===== config.mk =====
export PLATFORM = sky130hd
export DESIGN_NAME = psc_power_state_controller
export DESIGN_NICKNAME = d
export VERILOG_FILES = /design/src/logic/psc_power_state_controller.v
export VERILOG_INCLUDE_DIRS = /design/src /design/src/include
export SDC_FILE = /design/constraint.sdc
export NUM_CORES = 1
export LEC_CHECK = 0
export ABC_CLOCK_PERIOD_IN_PS = 2500
export BUFFER_PORTS_ARGS = -buffer_cell sky130_fd_sc_hd__buf_2
export CORE_ASPECT_RATIO = 0.6
export CORE_MARGIN = 2
export CORE_UTILIZATION = 45
export DETAILED_ROUTE_END_ITERATION = 10
export PLACE_DENSITY = 0.69
export SLEW_MARGIN = 20
export SYNTH_ARGS = -nofsm -noshare
export SYNTH_HDL_FRONTEND = slang
export SYNTH_SLANG_ARGS = --single-unit

===== constraint.sdc =====
create_clock -name ref_clk_i -period 2.5 [get_ports ref_clk_i]
set_input_delay 0.75 -clock ref_clk_i [delete_from_list [all_inputs] [get_ports ref_clk_i]]
set_output_delay 0.75 -clock ref_clk_i [all_outputs]
set_load 0.01 [all_outputs]

===== src/include/psc_regs.vh =====
// Constants of the power state controller: timing, OTP map, step format, codes
`ifndef PSC_REGS_VH
`define PSC_REGS_VH

// ****************************************************************
// Timing
// ****************************************************************
`define PSC_CLK_HZ 50000000
`define PSC_SEQ_HZ 32768
`define PSC_TICK_DIV (`PSC_CLK_HZ / `PSC_SEQ_HZ)
`define PSC_DIV_W 11

// ****************************************************************
// OTP map
// ****************************************************************
`define PSC_OTP_AW 8
`define PSC_OTP_DW 16
`define PSC_OTP_CHK_FIRST 8'h00
`define PSC_OTP_CHK_LAST 8'hEF
`define PSC_OTP_MODE_ADDR 8'hF0
`define PSC_OTP_SUM_ADDR 8'hF1
`define PSC_SUM_RESET 16'h0000
`define PSC_MODE_HI 1
`define PSC_MODE_LO 0

// Each sequence owns 32 words, base = code * 32
`define PSC_STEP_W 5
`define PSC_STEP_FIRST 5'h00

// ****************************************************************
// Step word format
// ****************************************************************
`define PSC_STEP_LAST 15
`define PSC_STEP_IO 14
`define PSC_STEP_ADDR_HI 13
`define PSC_STEP_ADDR_LO 8
`define PSC_STEP_DATA_HI 7
`define PSC_STEP_DATA_LO 0
`define PSC_RES_AW 6
`define PSC_RES_DW 8

// ****************************************************************
// Sequence codes
// ****************************************************************
`define PSC_SEQ_OFF_TO_ACTIVE_SEQUENCE 3'h0
`define PSC_SEQ_ACTIVE_TO_OFF_SEQUENCE 3'h1
`define PSC_SEQ_ACTIVE_TO_SLEEP_SEQUENCE 3'h2
`define PSC_SEQ_SLEEP_TO_ACTIVE_SEQUENCE 3'h3
`define PSC_SEQ_SLEEP_TO_OFF_SEQUENCE 3'h4

// ****************************************************************
// Integrity check options
// ****************************************************************
`define PSC_CHK_SKIP 2'h0
`define PSC_CHK_GO 2'h1
`define PSC_CHK_TO_IO 2'h2
`define PSC_CHK_HALT 2'h3

// ****************************************************************
// Synchroniser bit positions
// ****************************************************************
`define PSC_NSYNC 10
`define PSC_S_POR 0
`define PSC_S_LO 1
`define PSC_S_HI 2
`define PSC_S_HOT 3
`define PSC_S_ON 4
`define PSC_S_OFF 5
`define PSC_S_SLP 6
`define PSC_S_WAKE 7
`define PSC_S_WOFF 8
`define PSC_S_IRQ 9

`endif


===== src/logic/psc_power_state_controller.v =====
// Embedded power controller: arbitration, power state machine and OTP sequencer
`include "psc_regs.vh"

module psc_power_state_controller (
  // Clock and reset
  input wire ref_clk_i,
  input wire nrst_i,
  // Supply and temperature monitors
  input wire por_ok_i,
  input wire sys_lo_ok_i,
  input wire sys_hi_ok_i,
  input wire hot_die_i,
  // Power requests
  input wire on_req_i,
  input wire off_req_i,
  input wire sleep_req_i,
  input wire wake_req_i,
  input wire wake_to_off_i,
  input wire irq_pending_i,
  // OTP read port
  output reg otp_rd_o,
  output reg [`PSC_OTP_AW-1:0] otp_addr_o,
  input wire [`PSC_OTP_DW-1:0] otp_data_i,
  // Resource register write port
  output reg res_wr_o,
  output reg [`PSC_RES_AW-1:0] res_addr_o,
  output reg [`PSC_RES_DW-1:0] res_data_o,
  output reg res_load_default_o,
  output reg res_force_off_o,
  output reg always_on_rail_o,
  output reg sleep_mode_o,
  // Status
  output reg [4:0] pwr_state_o,
  output reg seq_busy_o,
  output reg seq_halted_o,
  output reg integrity_error_interrupt_o
);

  // ****************************************************************
  // Power and sequencer states
  // ****************************************************************
  localparam [4:0] P_NOSUP = 5'h01;
  localparam [4:0] P_BACKUP = 5'h02;
  localparam [4:0] P_OFF = 5'h04;
  localparam [4:0] P_ACTIVE = 5'h08;
  localparam [4:0] P_SLEEP = 5'h10;

  localparam [9:0] Q_IDLE = 10'h001;
  localparam [9:0] Q_MODE_RD = 10'h002;
  localparam [9:0] Q_MODE_ACC = 10'h004;
  localparam [9:0] Q_CHK_RD = 10'h008;
  localparam [9:0] Q_CHK_ACC = 10'h010;
  localparam [9:0] Q_SUM_RD = 10'h020;
  localparam [9:0] Q_SUM_CMP = 10'h040;
  localparam [9:0] Q_STEP_WAIT = 10'h080;
  localparam [9:0] Q_STEP_EXEC = 10'h100;
  localparam [9:0] Q_STEP_RD = 10'h200;

  localparam integer TICK_LAST_I = `PSC_TICK_DIV - 1;
  localparam [`PSC_DIV_W-1:0] TICK_LAST = TICK_LAST_I[`PSC_DIV_W-1:0];
  localparam [`PSC_DIV_W-1:0] TICK_ZERO = 11'h000;

  // OTP address of a step within a sequence
  function [`PSC_OTP_AW-1:0] seq_addr;
    input [2:0] code;
    input [`PSC_STEP_W-1:0] step;
    begin
      seq_addr = {code, step};
    end
  endfunction

  // ****************************************************************
  // Input synchronisers
  // ****************************************************************
  wire [`PSC_NSYNC-1:0] raw_in;
  reg [`PSC_NSYNC-1:0] meta_r;
  reg [`PSC_NSYNC-1:0] sync_r;

  assign raw_in = {irq_pending_i, wake_to_off_i, wake_req_i, sleep_req_i, off_req_i,
                   on_req_i, hot_die_i, sys_hi_ok_i, sys_lo_ok_i, por_ok_i};

  genvar g;
  generate
    for (g = 0; g < `PSC_NSYNC; g = g + 1) begin : g_sync
      always @(posedge ref_clk_i) begin
        if (!nrst_i) begin
          meta_r[g] <= 1'b0;
          sync_r[g] <= 1'b0;
        end else begin
          meta_r[g] <= raw_in[g];
          sync_r[g] <= meta_r[g];
        end
      end
    end
  endgenerate

  wire por_ok = sync_r[`PSC_S_POR];
  wire lo_ok = sync_r[`PSC_S_LO];
  wire hi_ok = sync_r[`PSC_S_HI];
  wire hot = sync_r[`PSC_S_HOT];
  wire on_req = sync_r[`PSC_S_ON];
  wire off_req = sync_r[`PSC_S_OFF];
  wire slp_req = sync_r[`PSC_S_SLP];
  wire wake_req = sync_r[`PSC_S_WAKE];
  wire wake_off = sync_r[`PSC_S_WOFF];
  wire irq_pend = sync_r[`PSC_S_IRQ];

  // ****************************************************************
  // 32 kHz step tick
  // ****************************************************************
  reg [`PSC_DIV_W-1:0] div_r;
  reg tick_r;

  always @(posedge ref_clk_i) begin
    if (!nrst_i) begin
      div_r <= TICK_ZERO;
      tick_r <= 1'b0;
    end else if (div_r == TICK_LAST) begin
      div_r <= TICK_ZERO;
      tick_r <= 1'b1;
    end else begin
      div_r <= div_r + 11'h001;
      tick_r <= 1'b0;
    end
  end

  // ****************************************************************
  // Arbitration
  // ****************************************************************
  reg [4:0] pst_r;
  reg [4:0] pst_nxt;
  reg [9:0] sq_r;
  reg [9:0] sq_nxt;
  reg done_r;
  reg arb_go;
  reg [2:0] arb_seq;
  reg [4:0] arb_tgt;
  wire sq_idle = (sq_r == Q_IDLE);

  // Requests are only taken while the sequencer is idle, so a sequence
  // runs to its end unless the supply collapses under it or an integrity failure halts or stops it early.
  always @* begin
    arb_go = 1'b0;
    arb_seq = `PSC_SEQ_OFF_TO_ACTIVE_SEQUENCE;
    arb_tgt = P_ACTIVE;
    // The state has not yet moved in the cycle a sequence ends, so hold off then
    if (sq_idle && !done_r && lo_ok && por_ok) begin
      case (pst_r)
        P_OFF: begin
          // Held off request blocks power-up until it is released
          if (on_req && hi_ok && !hot && !off_req) begin
            arb_go = 1'b1;
            arb_seq = `PSC_SEQ_OFF_TO_ACTIVE_SEQUENCE;
            arb_tgt = P_ACTIVE;
          end
        end
        P_ACTIVE: begin
          if (off_req) begin
            arb_go = 1'b1;
            arb_seq = `PSC_SEQ_ACTIVE_TO_OFF_SEQUENCE;
            arb_tgt = P_OFF;
          end else if (slp_req && !irq_pend) begin
            arb_go = 1'b1;
            arb_seq = `PSC_SEQ_ACTIVE_TO_SLEEP_SEQUENCE;
            arb_tgt = P_SLEEP;
          end
        end
        P_SLEEP: begin
          if (off_req) begin
            arb_go = 1'b1;
            arb_seq = `PSC_SEQ_SLEEP_TO_OFF_SEQUENCE;
            arb_tgt = P_OFF;
          end else if (wake_req) begin
            arb_go = 1'b1;
            arb_seq = wake_off ? `PSC_SEQ_SLEEP_TO_OFF_SEQUENCE : `PSC_SEQ_SLEEP_TO_ACTIVE_SEQUENCE;
            arb_tgt = wake_off ? P_OFF : P_ACTIVE;
          end
        end
        default: begin
          arb_go = 1'b0;
        end
      endcase
    end
  end

  // ****************************************************************
  // Sequencer
  // ****************************************************************
  reg [2:0] seq_r;
  reg [4:0] tgt_r;
  reg [`PSC_STEP_W-1:0] step_r;
  reg [`PSC_OTP_AW-1:0] chk_addr_r;
  reg [`PSC_OTP_DW-1:0] sum_r;
  reg [1:0] mode_r;
  reg stop_io_r;
  reg halt_r;
  wire abort = !lo_ok || !por_ok;
  wire step_last = otp_data_i[`PSC_STEP_LAST];
  wire step_io_stop = stop_io_r && otp_data_i[`PSC_STEP_IO];

  always @* begin
    sq_nxt = sq_r;
    case (sq_r)
      Q_IDLE: begin
        if (arb_go) begin
          sq_nxt = (arb_seq == `PSC_SEQ_OFF_TO_ACTIVE_SEQUENCE) ? Q_MODE_RD : Q_STEP_WAIT;
        end
      end
      Q_MODE_RD: sq_nxt = Q_MODE_ACC;
      Q_MODE_ACC: begin
        if (otp_data_i[`PSC_MODE_HI:`PSC_MODE_LO] == `PSC_CHK_SKIP) begin
          sq_nxt = Q_STEP_WAIT;
        end else begin
          sq_nxt = Q_CHK_RD;
        end
      end
      Q_CHK_RD: sq_nxt = Q_CHK_ACC;
      Q_CHK_ACC: sq_nxt = (chk_addr_r == `PSC_OTP_CHK_LAST) ? Q_SUM_RD : Q_CHK_RD;
      Q_SUM_RD: sq_nxt = Q_SUM_CMP;
      Q_SUM_CMP: begin
        if (otp_data_i != sum_r && mode_r == `PSC_CHK_HALT) begin
          sq_nxt = Q_IDLE;
        end else begin
          sq_nxt = Q_STEP_WAIT;
        end
      end
      Q_STEP_WAIT: sq_nxt = tick_r ? Q_STEP_RD : Q_STEP_WAIT;
      // OTP answers in the cycle after the strobe, as for the check reads
      Q_STEP_RD: sq_nxt = Q_STEP_EXEC;
      Q_STEP_EXEC: sq_nxt = (step_last || step_io_stop) ? Q_IDLE : Q_STEP_WAIT;
      default: sq_nxt = Q_IDLE;
    endcase
    if (abort) begin
      sq_nxt = Q_IDLE;
    end
  end

  always @(posedge ref_clk_i) begin
    if (!nrst_i) begin
      sq_r <= Q_IDLE;
      seq_r <= `PSC_SEQ_OFF_TO_ACTIVE_SEQUENCE;
      tgt_r <= P_OFF;
      step_r <= `PSC_STEP_FIRST;
      chk_addr_r <= `PSC_OTP_CHK_FIRST;
      sum_r <= `PSC_SUM_RESET;
      mode_r <= `PSC_CHK_SKIP;
      stop_io_r <= 1'b0;
      done_r <= 1'b0;
      halt_r <= 1'b0;
      otp_rd_o <= 1'b0;
      otp_addr_o <= `PSC_OTP_CHK_FIRST;
      res_wr_o <= 1'b0;
      res_addr_o <= 6'h00;
      res_data_o <= 8'h00;
      integrity_error_interrupt_o <= 1'b0;
    end else begin
      sq_r <= sq_nxt;
      otp_rd_o <= 1'b0;
      res_wr_o <= 1'b0;
      done_r <= 1'b0;
      integrity_error_interrupt_o <= 1'b0;
      case (sq_r)
        Q_IDLE: begin
          if (arb_go && !abort) begin
            seq_r <= arb_seq;
            tgt_r <= arb_tgt;
            step_r <= `PSC_STEP_FIRST;
            stop_io_r <= 1'b0;
            halt_r <= 1'b0;
            sum_r <= `PSC_SUM_RESET;
            chk_addr_r <= `PSC_OTP_CHK_FIRST;
            if (arb_seq == `PSC_SEQ_OFF_TO_ACTIVE_SEQUENCE) begin
              otp_rd_o <= 1'b1;
              otp_addr_o <= `PSC_OTP_MODE_ADDR;
            end
          end
        end
        Q_MODE_ACC: begin
          mode_r <= otp_data_i[`PSC_MODE_HI:`PSC_MODE_LO];
          otp_rd_o <= 1'b1;
          otp_addr_o <= chk_addr_r;
        end
        Q_CHK_ACC: begin
          // Running XOR of the checked region against a stored signature
          sum_r <= sum_r ^ otp_data_i;
          if (chk_addr_r == `PSC_OTP_CHK_LAST) begin
            otp_rd_o <= 1'b1;
            otp_addr_o <= `PSC_OTP_SUM_ADDR;
          end else begin
            chk_addr_r <= chk_addr_r + 8'h01;
            otp_rd_o <= 1'b1;
            otp_addr_o <= chk_addr_r + 8'h01;
          end
        end
        Q_SUM_CMP: begin
          if (otp_data_i != sum_r) begin
            integrity_error_interrupt_o <= 1'b1;
            stop_io_r <= (mode_r == `PSC_CHK_TO_IO);
            halt_r <= (mode_r == `PSC_CHK_HALT);
            done_r <= (mode_r == `PSC_CHK_HALT);
          end
        end
        Q_STEP_WAIT: begin
          if (tick_r && !abort) begin
            otp_rd_o <= 1'b1;
            otp_addr_o <= seq_addr(seq_r, step_r);
          end
        end
        Q_STEP_EXEC: begin
          if (!abort) begin
            // Only the addressed resource changes; all others keep their values
            res_wr_o <= 1'b1;
            res_addr_o <= otp_data_i[`PSC_STEP_ADDR_HI:`PSC_STEP_ADDR_LO];
            res_data_o <= otp_data_i[`PSC_STEP_DATA_HI:`PSC_STEP_DATA_LO];
            step_r <= step_r + 5'h01;
            if (step_io_stop && !step_last) begin
              halt_r <= 1'b1;
            end
            done_r <= step_last || step_io_stop;
          end
        end
        default: begin
          otp_rd_o <= 1'b0;
        end
      endcase
    end
  end

  // ****************************************************************
  // Power state machine
  // ****************************************************************
  always @* begin
    pst_nxt = pst_r;
    if (!por_ok) begin
      pst_nxt = P_NOSUP;
    end else if (!lo_ok) begin
      pst_nxt = P_BACKUP;
    end else begin
      case (pst_r)
        P_NOSUP, P_BACKUP: pst_nxt = P_OFF;
        P_OFF, P_ACTIVE, P_SLEEP: begin
          // A halted power-up stays off; a stop at the IO rail still ends active
          if (done_r && (!halt_r || stop_io_r)) begin
            pst_nxt = tgt_r;
          end
        end
        default: pst_nxt = P_NOSUP;
      endcase
    end
  end

  always @(posedge ref_clk_i) begin
    if (!nrst_i) begin
      pst_r <= P_NOSUP;
      res_load_default_o <= 1'b0;
      res_force_off_o <= 1'b1;
      always_on_rail_o <= 1'b0;
      sleep_mode_o <= 1'b0;
      pwr_state_o <= P_NOSUP;
      seq_busy_o <= 1'b0;
      seq_halted_o <= 1'b0;
    end else begin
      pst_r <= pst_nxt;
      pwr_state_o <= pst_nxt;
      // Defaults reloaded by hardware on the way up into off
      res_load_default_o <= (pst_nxt == P_OFF) &&
                            ((pst_r == P_NOSUP) || (pst_r == P_BACKUP));
      res_force_off_o <= (pst_nxt == P_NOSUP) || (pst_nxt == P_BACKUP) ||
                         ((pst_nxt == P_OFF) && (sq_nxt == Q_IDLE) && !seq_halted_o);
      always_on_rail_o <= (pst_nxt != P_NOSUP);
      // Regulators apply their sleep setting and keep linked loads up
      sleep_mode_o <= (pst_nxt == P_SLEEP);
      seq_busy_o <= (sq_nxt != Q_IDLE);
      if (done_r) begin
        seq_halted_o <= halt_r;
      end else if (abort || (arb_go && sq_idle)) begin
        seq_halted_o <= 1'b0;
      end
    end
  end

endmodule // psc_power_state_controller

==> flow_summary.json <==
{
  "muxShareOfSynthArea_pct": 0.762,
  "clkTransAtPathRegs_ns": 0.06,
  "yosys.area_share.adder_pct": 0.952,
  "die_y_extent_um": 87.7,
  "worst_path_dominant_cell_family": "simple AND/OR/NAND/NOR gates",
  "routed_wl_um": 14800,
  "io_pins": 64,
  "yosysTopAreaCellShare_pct": 44.9,
  "slew-limit-headroom_pct": 46.7,
  "initialDrtViolationCount": 451,
  "rsz0062_at_grt": "yes",
  "first_pass_iters": 5,
  "detail-route-antenna-nets": 0,
  "pwr_density_cell_mw_per_mm2": 690,
  "vdd.ir_drop.worst_mv": 0.480,
  "ys.warnings.count": 0,
  "drive_gt1_share_pct": 21.1,
  "dieWidth_um": 144,
  "final_cycle_share_pct": 98.5,
  "seq_area_frac_synth_pct": 44.9,
  "avgViaCountPerCell": 5.70,
  "largest_family_of_logic_cells_by_synthesized_area": "simple AND/OR/NAND/NOR gates",
  "timing.final.hold_violations": 0,
  "synthTopCellsByArea": "sky130_fd_sc_hd__dfxtp_1 45%, sky130_fd_sc_hd__nand2_1 5.1%, sky130_fd_sc_hd__a21oi_1 4.8%",
  "first_global_vias": 4659,
  "crit_path_kind": "flip-flop to flip-flop",
  "hold_path.class": "flip-flop to flip-flop",
  "post_synth_xor_area_fraction_pct": 4.83,
  "antenna_found_initial": 1,
  "synth_enable_flop_cells": 0,
  "syn-mean-instance-area_um2": 8.65,
  "coreArea_mm2": 0.0113,
  "timing.critical_path.buf_inv": 0,
  "synth_common_cells": "118 x sky130_fd_sc_hd__dfxtp_1, 71 x sky130_fd_sc_hd__nand2_1, 56 x sky130_fd_sc_hd__nor2_1, 50 x sky130_fd_sc_hd__a21oi_1, 44 x sky130_fd_sc_hd__o21ai_0",
  "syn-cell-area_mm2": 0.00526,
  "cts.sinks": 118,
  "async_flop_share_pct": 0,
  "sw_power_w": 0.000938,
  "tightestPinTransition_ns": 0.799,
  "detailed_place.area_mm2": 0.00592,
  "core.rowCount": 30,
  "cellLeakagePower_nw": 2.53,
  "crit_fanout": 9,
  "worst_ep_arrival_time_ns": 2.76,
  "clock-skew-final_ns": 0.0135,
  "netlist-cell-type-count": 67,
  "critPathRequiredTime_ns": 2.80,
  "tritoncts": "yes",
  "layout_setup_ws_ns": 0.0385,
  "synth.ff_latch_count": 118,
  "cpMaxStageDelayCell": "sky130_fd_sc_hd__or4b_1",
  "netlist_instances": 608,
  "pre_cts_ws_ns": -0.0881,
  "synth_area_leader_cell": "sky130_fd_sc_hd__dfxtp_1",
  "post-route-min-period_ns": 2.46,
  "cts.path.max_buffers": 2,
  "status": "complete, no violations",
  "pin_count_of_the_biggest_net_entering_global_routing": 37,
  "cellInternalPower_w": 0.00359,
  "num_vias": 4939,
  "postSynth.topFlopCell": "sky130_fd_sc_hd__dfxtp_1",
  "layout-area-overhead-vs-synth_pct": 24.8,
  "sequential_cell_area_mm2": 0.00236,
  "worst_path_largest_cell_delay_ns": 0.61,
  "avgRoutedWirePerCell_um": 17.1,
  "cts_made_buffers": 17,
  "synth-compound-area-share_pct": 17.1,
  "synth.most_common_cell": "sky130_fd_sc_hd__dfxtp_1",
  "place.gp.congestion": 0.946,
  "design.die.area_mm2": 0.0126,
  "sequence_of_cells_on_the_critical_path": "or4b_1, or4_4, nand2_1, nor4_2, or2_1, nor4_1",
  "clk_latency_ns": 0.42,
  "post-route-drc-count": 0,
  "placement.io_buffers": 63,
  "n_fill_cell": 1040,
  "layout.cell_area.non_filler_mm2": 0.00656,
  "p_sw_share_pct": 20.7,
  "type_of_element_capturing_the_critical_path": "flip-flop",
  "hpwlAfterDp_um": 10600,
  "floorplan.initialDensity_pct": 46.4,
  "finalSetupViolCount": 0,
  "nets": 726,
  "grt_overflow": 0,
  "share_clk_of_total_power_pct": 54.8,
  "maxCapViolations": 0,
  "fmax_ghz": 0.406,
  "type_of_origin_of_the_critical_path": "flip-flop",
  "grt_pass1_wl_um": 23800,
  "cts_hold_repair.buffers": 0,
  "max_slew_vio_count": 0,
  "synthSimpleGateAreaFrac_pct": 28.4,
  "ctsRootBufferMaster": "sky130_fd_sc_hd__clkbuf_16",
  "power.sequential.fraction_pct": 42.3,
  "synth.net_count": 640,
  "globalRouteTotalUtil_pct": 24.5,
  "cts.htree.levels": 4,
  "insertedDiodeCount": 0,
  "multi_input_area_mm2": 0.00277,
  "power.combinational.fraction_pct": 2.9
}
-- registers in the layout, indices dropped and copies added (netlist names), 2 cells and up --
register    count
meta_r         10
step_r          5
tgt_r           3
mode_r          2
div_r          11
sq_r           10
res_data_o      8
seq_r           3
pst_r           5
chk_addr_r      8
sum_r          16
res_addr_o      6
otp_addr_o      8
-- area by class of cell --
class,instances,area share (%)
inverter,8,0.458
multi-input combinational,452,42.2
clock inverter,9,1.91
tap,160,3.05
clock buffer,22,7.23
sequential,118,36.0
timing repair buffer,97,9.08
-- cell families after synthesis --
| kind of cell | after synthesis |
|---|---|
| compound gates | 142 |
| xor+xnor | 29 |
| fa+ha+maj | 4 |
| mux | 4 |
| flops | 118 |
| buf+inv | 38 |
| simple gates | 273 |
-- power groups by stage --
stage	clock, W	sequential, W	combinational (W)
2_1_floorplan	0	0.00195	0.0000664
5_1_grt	0.00260	0.00192	0.000146
6_report	0.00248	0.00191	0.000132
3_3_place_gp	0	0.00195	0.000125
3_5_place_dp	0	0.00195	0.000129
4_1_cts	0.00250	0.00191	0.000131
-- placed cells by master (no fill, tap or decap), types with 6 or more instances in the layout --
master / synthesis / layout
sky130_fd_sc_hd__dfxtp_1: 118 / 117
sky130_fd_sc_hd__nand2_1: 71 / 71
sky130_fd_sc_hd__buf_2: 4 / 63
sky130_fd_sc_hd__nor2_1: 56 / 55
sky130_fd_sc_hd__a21oi_1: 50 / 50
sky130_fd_sc_hd__o21ai_0: 44 / 44
sky130_fd_sc_hd__buf_4: 0 / 32
sky130_fd_sc_hd__and2_1: 25 / 25
sky130_fd_sc_hd__xnor2_1: 17 / 17
sky130_fd_sc_hd__clkbuf_16: 0 / 17
sky130_fd_sc_hd__nand3b_1: 16 / 16
sky130_fd_sc_hd__nand3_1: 15 / 15
sky130_fd_sc_hd__nand4_1: 14 / 14
sky130_fd_sc_hd__xor2_1: 12 / 12
sky130_fd_sc_hd__nor3_1: 11 / 11
sky130_fd_sc_hd__nor2b_1: 10 / 10
sky130_fd_sc_hd__or3_1: 8 / 8
sky130_fd_sc_hd__a31oi_1: 8 / 8
sky130_fd_sc_hd__inv_1: 7 / 7
sky130_fd_sc_hd__and3_1: 7 / 7
sky130_fd_sc_hd__nor4b_1: 6 / 6
-- metal layers --
layer  track usage, %  up-vias  part of all wire, %
li1                 -     2350                    -
met1             34.5     2338                   47
met2             36.0      223                   43
met3             8.26       26                  8.2
met4             7.13        2                  1.1
met5                0        -                0.088
-- per-stage QoR --
stage / std cells / util (%) / setup TNS, ns / power (W) / hold WS [ns]
floorplan: 608 / - / 0 / 0.00202 / 0.412
global placement: 833 / 52.2 / 0 / 0.00208 / 0.416
detailed placement: 833 / 52.2 / -0.360 / 0.00208 / 0.422
CTS: 864 / 57.5 / 0 / 0.00455 / 0.434
global route: 866 / 57.9 / -0.00998 / 0.00466 / 0.442
finish: 866 / 57.9 / 0 / 0.00453 / 0.430
-- worst paths after layout --
kind,slack (ns),to,cells after the start,startpoint
setup / recovery,0.04,sq_r[2],6,sq_r[5]
setup reg to reg,0.04,sq_r[2],6,sq_r[5]
hold / removal,0.43,wake_off,1,meta_r[8]
hold reg to reg,0.43,wake_off,1,meta_r[8]
-- timing repair --
item,CTS,global route
pin swaps,0,1
endpoints found under the setup margin,16,11
buffers inserted,0,2
resized for setup,1,4
hold endpoints to repair,0,0
No activity file was read; power rests on OpenSTA's default activity.
